## src/mxd_params.svh

```systemverilog
/*
 * Constants of the execute datapath: reset values, adjust limits, timing.
 * Assumes inclusion by bare name from the datapath module.
 */
`ifndef MXD_PARAMS_SVH
`define MXD_PARAMS_SVH

`define MXD_ACC_RST 8'h00
`define MXD_FLAG_RST 1'b0
`define MXD_PTR_RST 8'h00
`define MXD_MEM_CLEAR 8'h00
`define MXD_BCD_LIMIT 4'h9
`define MXD_BCD_STEP 4'h6
`define MXD_NIBBLE_NULL 4'h0
`define MXD_SKIP_DUMMY_CYCLES 1

`endif

```

## src/mxd_pkg.sv

```systemverilog
/*
 * Types of the execute datapath: operation codes and sequencer states.
 * Assumes the decoder upstream maps instruction words onto these codes.
 */
package mxd_pkg;

    typedef enum logic [4:0] {
        OP_SUB, OP_XOR, OP_AND, OP_OR, OP_ADD, OP_ADC, OP_SWAP,
        OP_SKZ, OP_SKZ_MOV, OP_SKZ_BIT, OP_TBL, OP_CLR, OP_CLR_BIT,
        OP_CPL, OP_DAA, OP_DEC, OP_INC, OP_MOV, OP_RL, OP_RLC
    } mxd_op_t;

    typedef enum logic [1:0] {
        ST_IDLE, ST_TBL, ST_SKIP
    } mxd_state_t;

endpackage

```

## src/mxd_datapath.sv

```systemverilog
/*
 * Execute datapath tail of an 8-bit controller: subtract, swap, zero
 * skips, table reads, logic, add, clear, complement, decimal adjust,
 * increment/decrement, move and rotate, with accumulator and flags.
 * Assumes the decoder presents one operation with its memory operand
 * while op_ready is high, and program memory answers to
 * pm_rd_q in the same cycle as pm_rd_q is high, with pm_rdata.
 */
`timescale 1ns/1ps
`include "mxd_params.svh"

module mxd_datapath #(
    parameter int SECT_W = 3,
    parameter int PM_AW = 12
) (
    input wire logic core_clk,
    input wire logic rst_n,
    input wire logic op_valid,
    output logic op_ready,
    input wire mxd_pkg::mxd_op_t op_code,
    input wire logic op_to_acc,
    input wire logic op_use_imm,
    input wire logic op_ext,
    input wire logic op_tbl_last,
    input wire logic op_tbl_preinc,
    input wire logic [2:0] op_bit,
    input wire logic [7:0] op_imm,
    input wire logic [7:0] op_addr,
    input wire logic [SECT_W-1:0] op_sect,
    input wire logic [SECT_W-1:0] bank_sel,
    input wire logic [7:0] op_mem_data,
    input wire logic tp_low_we,
    input wire logic tp_high_we,
    input wire logic [7:0] tp_wdata,
    input wire logic [15:0] pm_rdata,
    output logic mem_we_q,
    output logic [SECT_W+7:0] mem_waddr_q,
    output logic [7:0] mem_wdata_q,
    output logic pm_rd_q,
    output logic [PM_AW-1:0] pm_addr_q,
    output logic [7:0] acc_q,
    output logic [7:0] table_pointer_low_q,
    output logic [7:0] table_pointer_high_q,
    output logic [7:0] table_high_latch_q,
    output logic borrow_inverse_flag_q,
    output logic nibble_carry_flag_q,
    output logic signed_wrap_flag_q,
    output logic all_bits_null_flag_q,
    output logic signed_borrow_status_q,
    output logic chained_null_status_q,
    output logic dummy_cycle_q,
    output logic op_done_q
);
    import mxd_pkg::*;

    // -------------------------------------------------------------
    // Arithmetic helper
    // -------------------------------------------------------------
    // Returns {overflow, nibble carry, carry, sum}
    function automatic logic [10:0] add8(input logic [7:0] a,
                                         input logic [7:0] b,
                                         input logic cin);
        logic [4:0] lo;
        logic [8:0] s;
        logic wrap;
        lo = {1'b0, a[3:0]} + {1'b0, b[3:0]} + {4'h0, cin};
        s = {1'b0, a} + {1'b0, b} + {8'h00, cin};
        wrap = (a[7] == b[7]) && (s[7] != a[7]);
        return {wrap, lo[4], s[8], s[7:0]};
    endfunction

    mxd_state_t state_q;
    logic start;
    logic [7:0] opnd_b;
    logic [7:0] res_d;
    logic [10:0] ar;
    logic acc_wr_d;
    logic mem_wr_d;
    logic skip_d;
    logic arith_d;
    logic subtract_d;
    logic null_wr_d;
    logic carry_wr_d;
    logic carry_d;
    logic [7:0] bcd_adj;
    logic [8:0] bcd_sum;
    logic [7:0] tp_low_next;

    assign op_ready = (state_q == ST_IDLE);
    assign start = op_valid && op_ready;
    assign opnd_b = op_use_imm ? op_imm : op_mem_data;
    assign tp_low_next = table_pointer_low_q + 8'h01;

    // -------------------------------------------------------------
    // Operation decode and result
    // -------------------------------------------------------------
    always_comb begin
        res_d = op_mem_data;
        acc_wr_d = 1'b0;
        mem_wr_d = 1'b0;
        skip_d = 1'b0;
        arith_d = 1'b0;
        subtract_d = 1'b0;
        null_wr_d = 1'b0;
        carry_wr_d = 1'b0;
        carry_d = borrow_inverse_flag_q;
        bcd_adj = 8'h00;
        bcd_sum = 9'h000;
        ar = 11'h000;
        case (op_code)
            OP_SUB: begin
                ar = add8(acc_q, ~opnd_b, 1'b1);
                res_d = ar[7:0];
                arith_d = 1'b1;
                subtract_d = 1'b1;
                acc_wr_d = op_to_acc || op_use_imm;
                mem_wr_d = !(op_to_acc || op_use_imm);
            end
            OP_ADD, OP_ADC: begin
                ar = add8(acc_q, op_mem_data,
                          (op_code == OP_ADC) && borrow_inverse_flag_q);
                res_d = ar[7:0];
                arith_d = 1'b1;
                acc_wr_d = op_to_acc;
                mem_wr_d = !op_to_acc;
            end
            OP_XOR, OP_AND, OP_OR: begin
                if (op_code == OP_XOR) begin
                    res_d = acc_q ^ opnd_b;
                end else if (op_code == OP_AND) begin
                    res_d = acc_q & opnd_b;
                end else begin
                    res_d = acc_q | opnd_b;
                end
                null_wr_d = 1'b1;
                acc_wr_d = op_to_acc || op_use_imm;
                mem_wr_d = !(op_to_acc || op_use_imm);
            end
            OP_SWAP: begin
                res_d = {op_mem_data[3:0], op_mem_data[7:4]};
                acc_wr_d = op_to_acc;
                mem_wr_d = !op_to_acc;
            end
            OP_SKZ: begin
                skip_d = (op_mem_data == 8'h00);
            end
            OP_SKZ_MOV: begin
                acc_wr_d = 1'b1;
                skip_d = (op_mem_data == 8'h00);
            end
            OP_SKZ_BIT: begin
                skip_d = !op_mem_data[op_bit];
            end
            OP_CLR: begin
                res_d = `MXD_MEM_CLEAR;
                mem_wr_d = 1'b1;
            end
            OP_CLR_BIT: begin
                res_d[op_bit] = 1'b0;
                mem_wr_d = 1'b1;
            end
            OP_CPL: begin
                res_d = ~op_mem_data;
                null_wr_d = 1'b1;
                acc_wr_d = op_to_acc;
                mem_wr_d = !op_to_acc;
            end
            OP_DEC, OP_INC: begin
                res_d = (op_code == OP_INC) ? op_mem_data + 8'h01
                                            : op_mem_data - 8'h01;
                null_wr_d = 1'b1;
                acc_wr_d = op_to_acc;
                mem_wr_d = !op_to_acc;
            end
            OP_DAA: begin
                if (acc_q[3:0] > `MXD_BCD_LIMIT || nibble_carry_flag_q) begin
                    bcd_adj[3:0] = `MXD_BCD_STEP;
                end
                if (acc_q[7:4] > `MXD_BCD_LIMIT || borrow_inverse_flag_q) begin
                    bcd_adj[7:4] = `MXD_BCD_STEP;
                end
                bcd_sum = {1'b0, acc_q} + {1'b0, bcd_adj};
                res_d = bcd_sum[7:0];
                carry_wr_d = 1'b1;
                carry_d = borrow_inverse_flag_q | bcd_sum[8];
                mem_wr_d = 1'b1;
            end
            OP_MOV: begin
                res_d = op_to_acc ? op_mem_data : acc_q;
                acc_wr_d = op_to_acc;
                mem_wr_d = !op_to_acc;
            end
            OP_RL: begin
                res_d = {op_mem_data[6:0], op_mem_data[7]};
                acc_wr_d = op_to_acc;
                mem_wr_d = !op_to_acc;
            end
            OP_RLC: begin
                res_d = {op_mem_data[6:0], borrow_inverse_flag_q};
                carry_wr_d = 1'b1;
                carry_d = op_mem_data[7];
                acc_wr_d = op_to_acc;
                mem_wr_d = !op_to_acc;
            end
            default: begin
                res_d = op_mem_data;
            end
        endcase
    end

    // -------------------------------------------------------------
    // Accumulator and flags
    // -------------------------------------------------------------
    always_ff @(posedge core_clk or negedge rst_n) begin
        if (!rst_n) begin
            acc_q <= `MXD_ACC_RST;
        end else if (start && acc_wr_d) begin
            acc_q <= res_d;
        end
    end

    always_ff @(posedge core_clk or negedge rst_n) begin
        if (!rst_n) begin
            borrow_inverse_flag_q <= `MXD_FLAG_RST;
            nibble_carry_flag_q <= `MXD_FLAG_RST;
            signed_wrap_flag_q <= `MXD_FLAG_RST;
            all_bits_null_flag_q <= `MXD_FLAG_RST;
            signed_borrow_status_q <= `MXD_FLAG_RST;
            chained_null_status_q <= `MXD_FLAG_RST;
        end else if (start) begin
            if (arith_d) begin
                signed_wrap_flag_q <= ar[10];
                nibble_carry_flag_q <= ar[9];
                borrow_inverse_flag_q <= ar[8];
                all_bits_null_flag_q <= (ar[7:0] == 8'h00);
                signed_borrow_status_q <= ar[10] ^ ar[7];
            end else if (null_wr_d) begin
                all_bits_null_flag_q <= (res_d == 8'h00);
            end else if (carry_wr_d) begin
                borrow_inverse_flag_q <= carry_d;
            end
            if (subtract_d) begin
                chained_null_status_q <= (ar[7:0] == 8'h00);
            end
        end
    end

    // -------------------------------------------------------------
    // Memory write port, section select and table pointers
    // -------------------------------------------------------------
    always_ff @(posedge core_clk or negedge rst_n) begin
        if (!rst_n) begin
            mem_we_q <= 1'b0;
            mem_waddr_q <= '0;
            mem_wdata_q <= `MXD_MEM_CLEAR;
        end else begin
            mem_we_q <= (start && mem_wr_d) || (state_q == ST_TBL);
            if (state_q == ST_TBL) begin
                mem_wdata_q <= pm_rdata[7:0];
            end else if (start) begin
                mem_wdata_q <= res_d;
                mem_waddr_q <= op_ext ? {op_sect, op_addr}
                                      : {bank_sel, op_addr};
            end
        end
    end

    always_ff @(posedge core_clk or negedge rst_n) begin
        if (!rst_n) begin
            table_pointer_low_q <= `MXD_PTR_RST;
            table_pointer_high_q <= `MXD_PTR_RST;
            table_high_latch_q <= `MXD_PTR_RST;
            pm_rd_q <= 1'b0;
            pm_addr_q <= '0;
        end else begin
            pm_rd_q <= start && (op_code == OP_TBL);
            if (start && op_code == OP_TBL) begin
                if (op_tbl_preinc) begin
                    table_pointer_low_q <= tp_low_next;
                end
                if (op_tbl_last) begin
                    pm_addr_q <= {{(PM_AW-8){1'b1}},
                        op_tbl_preinc ? tp_low_next
                                      : table_pointer_low_q};
                end else begin
                    pm_addr_q <= PM_AW'({table_pointer_high_q,
                        op_tbl_preinc ? tp_low_next : table_pointer_low_q});
                end
            end else if (tp_low_we) begin
                table_pointer_low_q <= tp_wdata;
            end
            if (tp_high_we) begin
                table_pointer_high_q <= tp_wdata;
            end
            if (state_q == ST_TBL) begin
                table_high_latch_q <= pm_rdata[15:8];
            end
        end
    end

    // -------------------------------------------------------------
    // Sequencer
    // -------------------------------------------------------------
    always_ff @(posedge core_clk or negedge rst_n) begin
        if (!rst_n) begin
            state_q <= ST_IDLE;
            dummy_cycle_q <= 1'b0;
            op_done_q <= 1'b0;
        end else begin
            dummy_cycle_q <= 1'b0;
            op_done_q <= 1'b0;
            case (state_q)
                ST_IDLE: begin
                    if (start && op_code == OP_TBL) begin
                        state_q <= ST_TBL;
                    end else if (start && skip_d) begin
                        state_q <= ST_SKIP;
                        dummy_cycle_q <= 1'b1;
                    end else if (start) begin
                        op_done_q <= 1'b1;
                    end
                end
                ST_TBL, ST_SKIP: begin
                    state_q <= ST_IDLE;
                    op_done_q <= 1'b1;
                end
                default: begin
                    state_q <= ST_IDLE;
                end
            endcase
        end
    end
endmodule // mxd_datapath

```

## config.mk

```make
export PLATFORM = sky130hd
export DESIGN_NAME = mxd_datapath
export DESIGN_NICKNAME = d
export VERILOG_FILES = /design/src/mxd_pkg.sv /design/src/mxd_datapath.sv
export VERILOG_INCLUDE_DIRS = /design/src /design/src/src
export SDC_FILE = /design/constraint.sdc
export NUM_CORES = 1
export LEC_CHECK = 0
export ABC_AREA = 1
export BUFFER_PORTS_ARGS = -buffer_cell sky130_fd_sc_hd__clkbuf_2
export CAP_MARGIN = 20
export CORE_ASPECT_RATIO = 1.2
export CORE_MARGIN = 8
export CORE_UTILIZATION = 56
export DETAILED_ROUTE_END_ITERATION = 10
export GPL_ROUTABILITY_DRIVEN = 0
export PLACE_DENSITY = 0.84
export SLEW_MARGIN = 0
export SYNTH_ARGS = -nofsm -noshare
export SYNTH_HDL_FRONTEND = slang
export SYNTH_SLANG_ARGS = --single-unit
```

## constraint.sdc

```tcl
create_clock -name core_clk -period 3 [get_ports core_clk]
set_input_delay 0.45 -clock core_clk [delete_from_list [all_inputs] [get_ports core_clk]]
set_output_delay 0.45 -clock core_clk [all_outputs]
set_load 0.05 [all_outputs]
```

==> results.json <==
{
  "synth_cell_types": 43,
  "min_period_over_period_pct": 90.93,
  "synthCells": 946,
  "antenna_left": 0,
  "critPathArrivalTime_ns": 3.00,
  "status": "complete, no violations",
  "grt_util_met2_pct": 46.75,
  "cts_tree": "built",
  "p_total_mw": 6.849,
  "fin_cells": 1252,
  "grt_pass1_vias": 7115,
  "grt_max_degree": 76,
  "cts_resized": 0,
  "maxCapViolations": 0,
  "synth_seq_area_share_pct": 29.68,
  "ys_ff_latch": 75,
  "synth.most_common_cell": "nand2_1",
  "use_met3_pct": 8.708,
  "routed_wl_um": 20940,
  "synthesis.nets": 1073,
  "clk_root_buffer_cell": "clkbuf_16",
  "p_int_mw": 3.222,
  "htree_levels": 3,
  "path_cells": "clkbuf_2, inv_1, or2_2, o21ai_0, inv_1, ha_1, fa_1, inv_1, nand4_1, nand2_1, nor3_1, nand3_1, nor2_1, nand2_1, nor2_1, nand4_1, nand2_1",
  "clock_skew_ns": 0.005805,
  "ioPinCount": 146,
  "dpl_cell_area_um2": 7363,
  "tightest_slew_ns": 0.9257,
  "dieHeight_um": 132.4,
  "cp_max_fo": 8,
  "vias": 7157,
  "drc": 0,
  "drive_gt1_share_pct": 20.98,
  "path_class": "primary input to register",
  "slowest_delay_ns": 0.49,
  "port_buffers": 145,
  "netlist_top_cells_area": "dfrtp_1 (30%), nand2_1 (17%), ha_1 (9.9%), nand3_1 (7.7%), inv_1 (6.8%)",
  "cts_setup_buffers": 0,
  "coreArea_um2": 11040,
  "grt_antenna_before_repair": 0,
  "p_seq_share_pct": 23.6,
  "ys_warn_count": 0,
  "clkTransAtPathRegs_ns": 0.05,
  "dp_hpwl_um": 16400,
  "wl_per_cell_um": 16.72,
  "end_kind": "register",
  "slew_headroom_pct": 38.29,
  "switchingPower_mw": 3.628,
  "power.density_nw_per_um2": 890.4,
  "insertion_delay_ns": 0.33,
  "clock_path_buffers": 2,
  "layout.nets": 1242,
  "clkPwrFrac_pct": 17.0,
  "ys_dominant_reg_cell": "dfrtp_1",
  "final_core_util_pct": 69.71,
  "fin_area_um2": 7692,
  "drt_first_pass_iters": 6,
  "dp.cells": 1236,
  "worstPathRequired_ns": 3.27,
  "vias_per_cell": 5.716,
  "avgSynthCellArea_um2": 6.685,
  "syn_to_final_growth_pct": 21.65,
  "die_w_um": 113.0,
  "hold_path_class": "primary input to async pin",
  "rsz0062_at_grt": "no",
  "drtIter0Drc": 437,
  "path_buf_inv": 4,
  "yosys.area.top_type": "dfrtp_1",
  "initial_core_util_pct": 57.30,
  "fin_crit_ns": 2.728,
  "synth_top_cell_area_share_pct": 29.68,
  "grt_use_met1_pct": 30.18,
  "clock-sinks": 75,
  "slowest_stage": "fa_1",
  "diodes": 0,
  "grt_busiest_layer": "met2",
  "vdd_drop_max_uv": 951.4,
  "dieArea_um2": 14960,
  "grt_usage_pct": 27.66,
  "synthTopCellsByCount": "nand2_1 (287), inv_1 (114), nand3_1 (97), nor2_1 (94), dfrtp_1 (75)",
  "tns_ns": 0,
  "start_kind": "primary input",
  "grt_pass1_wl_um": 33660,
  "crit_family": "simple AND/OR/NAND/NOR gates",
  "holdBufCountCts": 0,
  "synth_edf_count": 0,
  "p_leak_nw": 4.301,
  "gr-total-overflow": 0,
  "drv_slew": 0,
  "fmax_mhz": 366.6,
  "syn-cell-area_um2": 6324,
  "cts_made_buffers": 9,
  "hold_violations": 0,
  "p_comb_share_pct": 59.4,
  "async_flop_share_pct": 100.0,
  "fp-row-count": 42,
  "setup_viol": 0,
  "netSwitchingFraction_pct": 52.96
}
-- worst reg2reg max path, cell delays in order (launching register included) --
cell and delay, ns:
dfrtp_1 0.37, o21ai_0 0.21, nand2_1 0.15, ha_1 0.25, fa_1 0.43, nand3_1 0.14
nand2_1 0.07, nand2_1 0.06, nor2_1 0.04, nor2_1 0.15, nand3_1 0.09, nor2_1 0.10
nand3_1 0.19, nor2_1 0.15, nand4_1 0.10, nand2_1 0.06
-- cell families (layout without fill, tap and decap cells) --
| kind of cell | Yosys count | after routing | synth area share [%] |
|---|---|---|---|
| compound gates | 120 | 120 | 10.78 |
| buf+inv | 143 | 317 | 8.884 |
| mux | 8 | 8 | 1.425 |
| xor+xnor | 4 | 4 | 0.5541 |
| fa+ha+maj | 55 | 55 | 11.48 |
| flops | 75 | 75 | 29.68 |
| simple gates | 541 | 541 | 37.20 |
-- stage by stage --
stage / worst slack, ns / hold slack [ns]
finish: 0.2721 / 0.2413
floorplan: 0.1616 / 0.1544
global placement: 0.09311 / 0.4545
detailed placement: 0.02993 / 0.4582
CTS: 0.3659 / 0.2948
global route: 0.06711 / 0.3244
-- sequential cells by signal, summed over array words and instances, names as in the netlist, 2 cells and up --
name and flops:
mem_wdata_q 8, state_q 2, acc_q 8, pm_addr_q 12, table_high_latch_q 8, table_pointer_low_q 8, mem_waddr_q 11, table_pointer_high_q 8
-- final timing paths --
kind | cells past startpoint | from | slack (ns) | endpoint
max | 17 | op_use_imm | 0.27 | all_bits_null_flag_q
min | 1 | rst_n | 0.24 | op_done_q
max reg2reg | 15 | acc_q[1] | 0.38 | all_bits_null_flag_q
min reg2reg | 2 | mem_waddr_q[0] | 0.47 | mem_waddr_q[0]
max in group asynchronous | 1 | rst_n | 2.14 | table_high_latch_q[4]
min in group core_clk | 3 | op_addr[5] | 0.32 | mem_waddr_q[5]
-- metal layers --
metal	wire, um	share of wire, %	vias up
met5	0	0	-
met4	1034	4.9	0
met3	2320	11	99
met2	9988	48	413
met1	7592	36	3245
li1	-	-	3400
-- final cells by class --
cell class	count	area (um^2)
clock buffers	12	256.5
well taps	132	165.2
inverters	124	467.9
clock inverters	4	72.57
fillers	970	3343
flip-flops and latches	75	1877
multi-input cells	728	3885
repair buffers	177	968.4
-- power by group through the flow --
| stage | registers (mW) | clock network (mW) | logic [mW] |
|---|---|---|---|
| final | 1.61 | 1.16 | 4.07 |
| after global routing | 1.66 | 1.21 | 4.41 |
| after CTS | 1.61 | 1.17 | 4.05 |
| after global placement | 1.60 | 0 | 3.94 |
| after floorplan | 2.82 | 0 | 1.66 |
| after detailed placement | 1.61 | 0 | 4.02 |
-- cell usage in the layout (no fill, tap or decap), drive strengths merged, types with 2 or more instances in the layout --
cell type | synthesis | layout
nor4 | 4 | 4
xnor2 | 3 | 3
a21oi | 27 | 27
nand2 | 291 | 291
nand4 | 23 | 23
bufinv | 0 | 2
o211ai | 8 | 8
dfrtp | 75 | 75
or2 | 10 | 10
a22oi | 5 | 5
o21ai | 65 | 65
inv | 122 | 122
a21o | 5 | 5
ha | 50 | 50
nand3 | 100 | 100
clkinv | 2 | 3
nand3b | 4 | 4
fa | 5 | 5
mux2 | 8 | 8
a31oi | 4 | 4
nor2 | 101 | 101
clkbuf | 12 | 156
buf | 7 | 33
nor3 | 8 | 8
(Power assumes the default switching activity.)
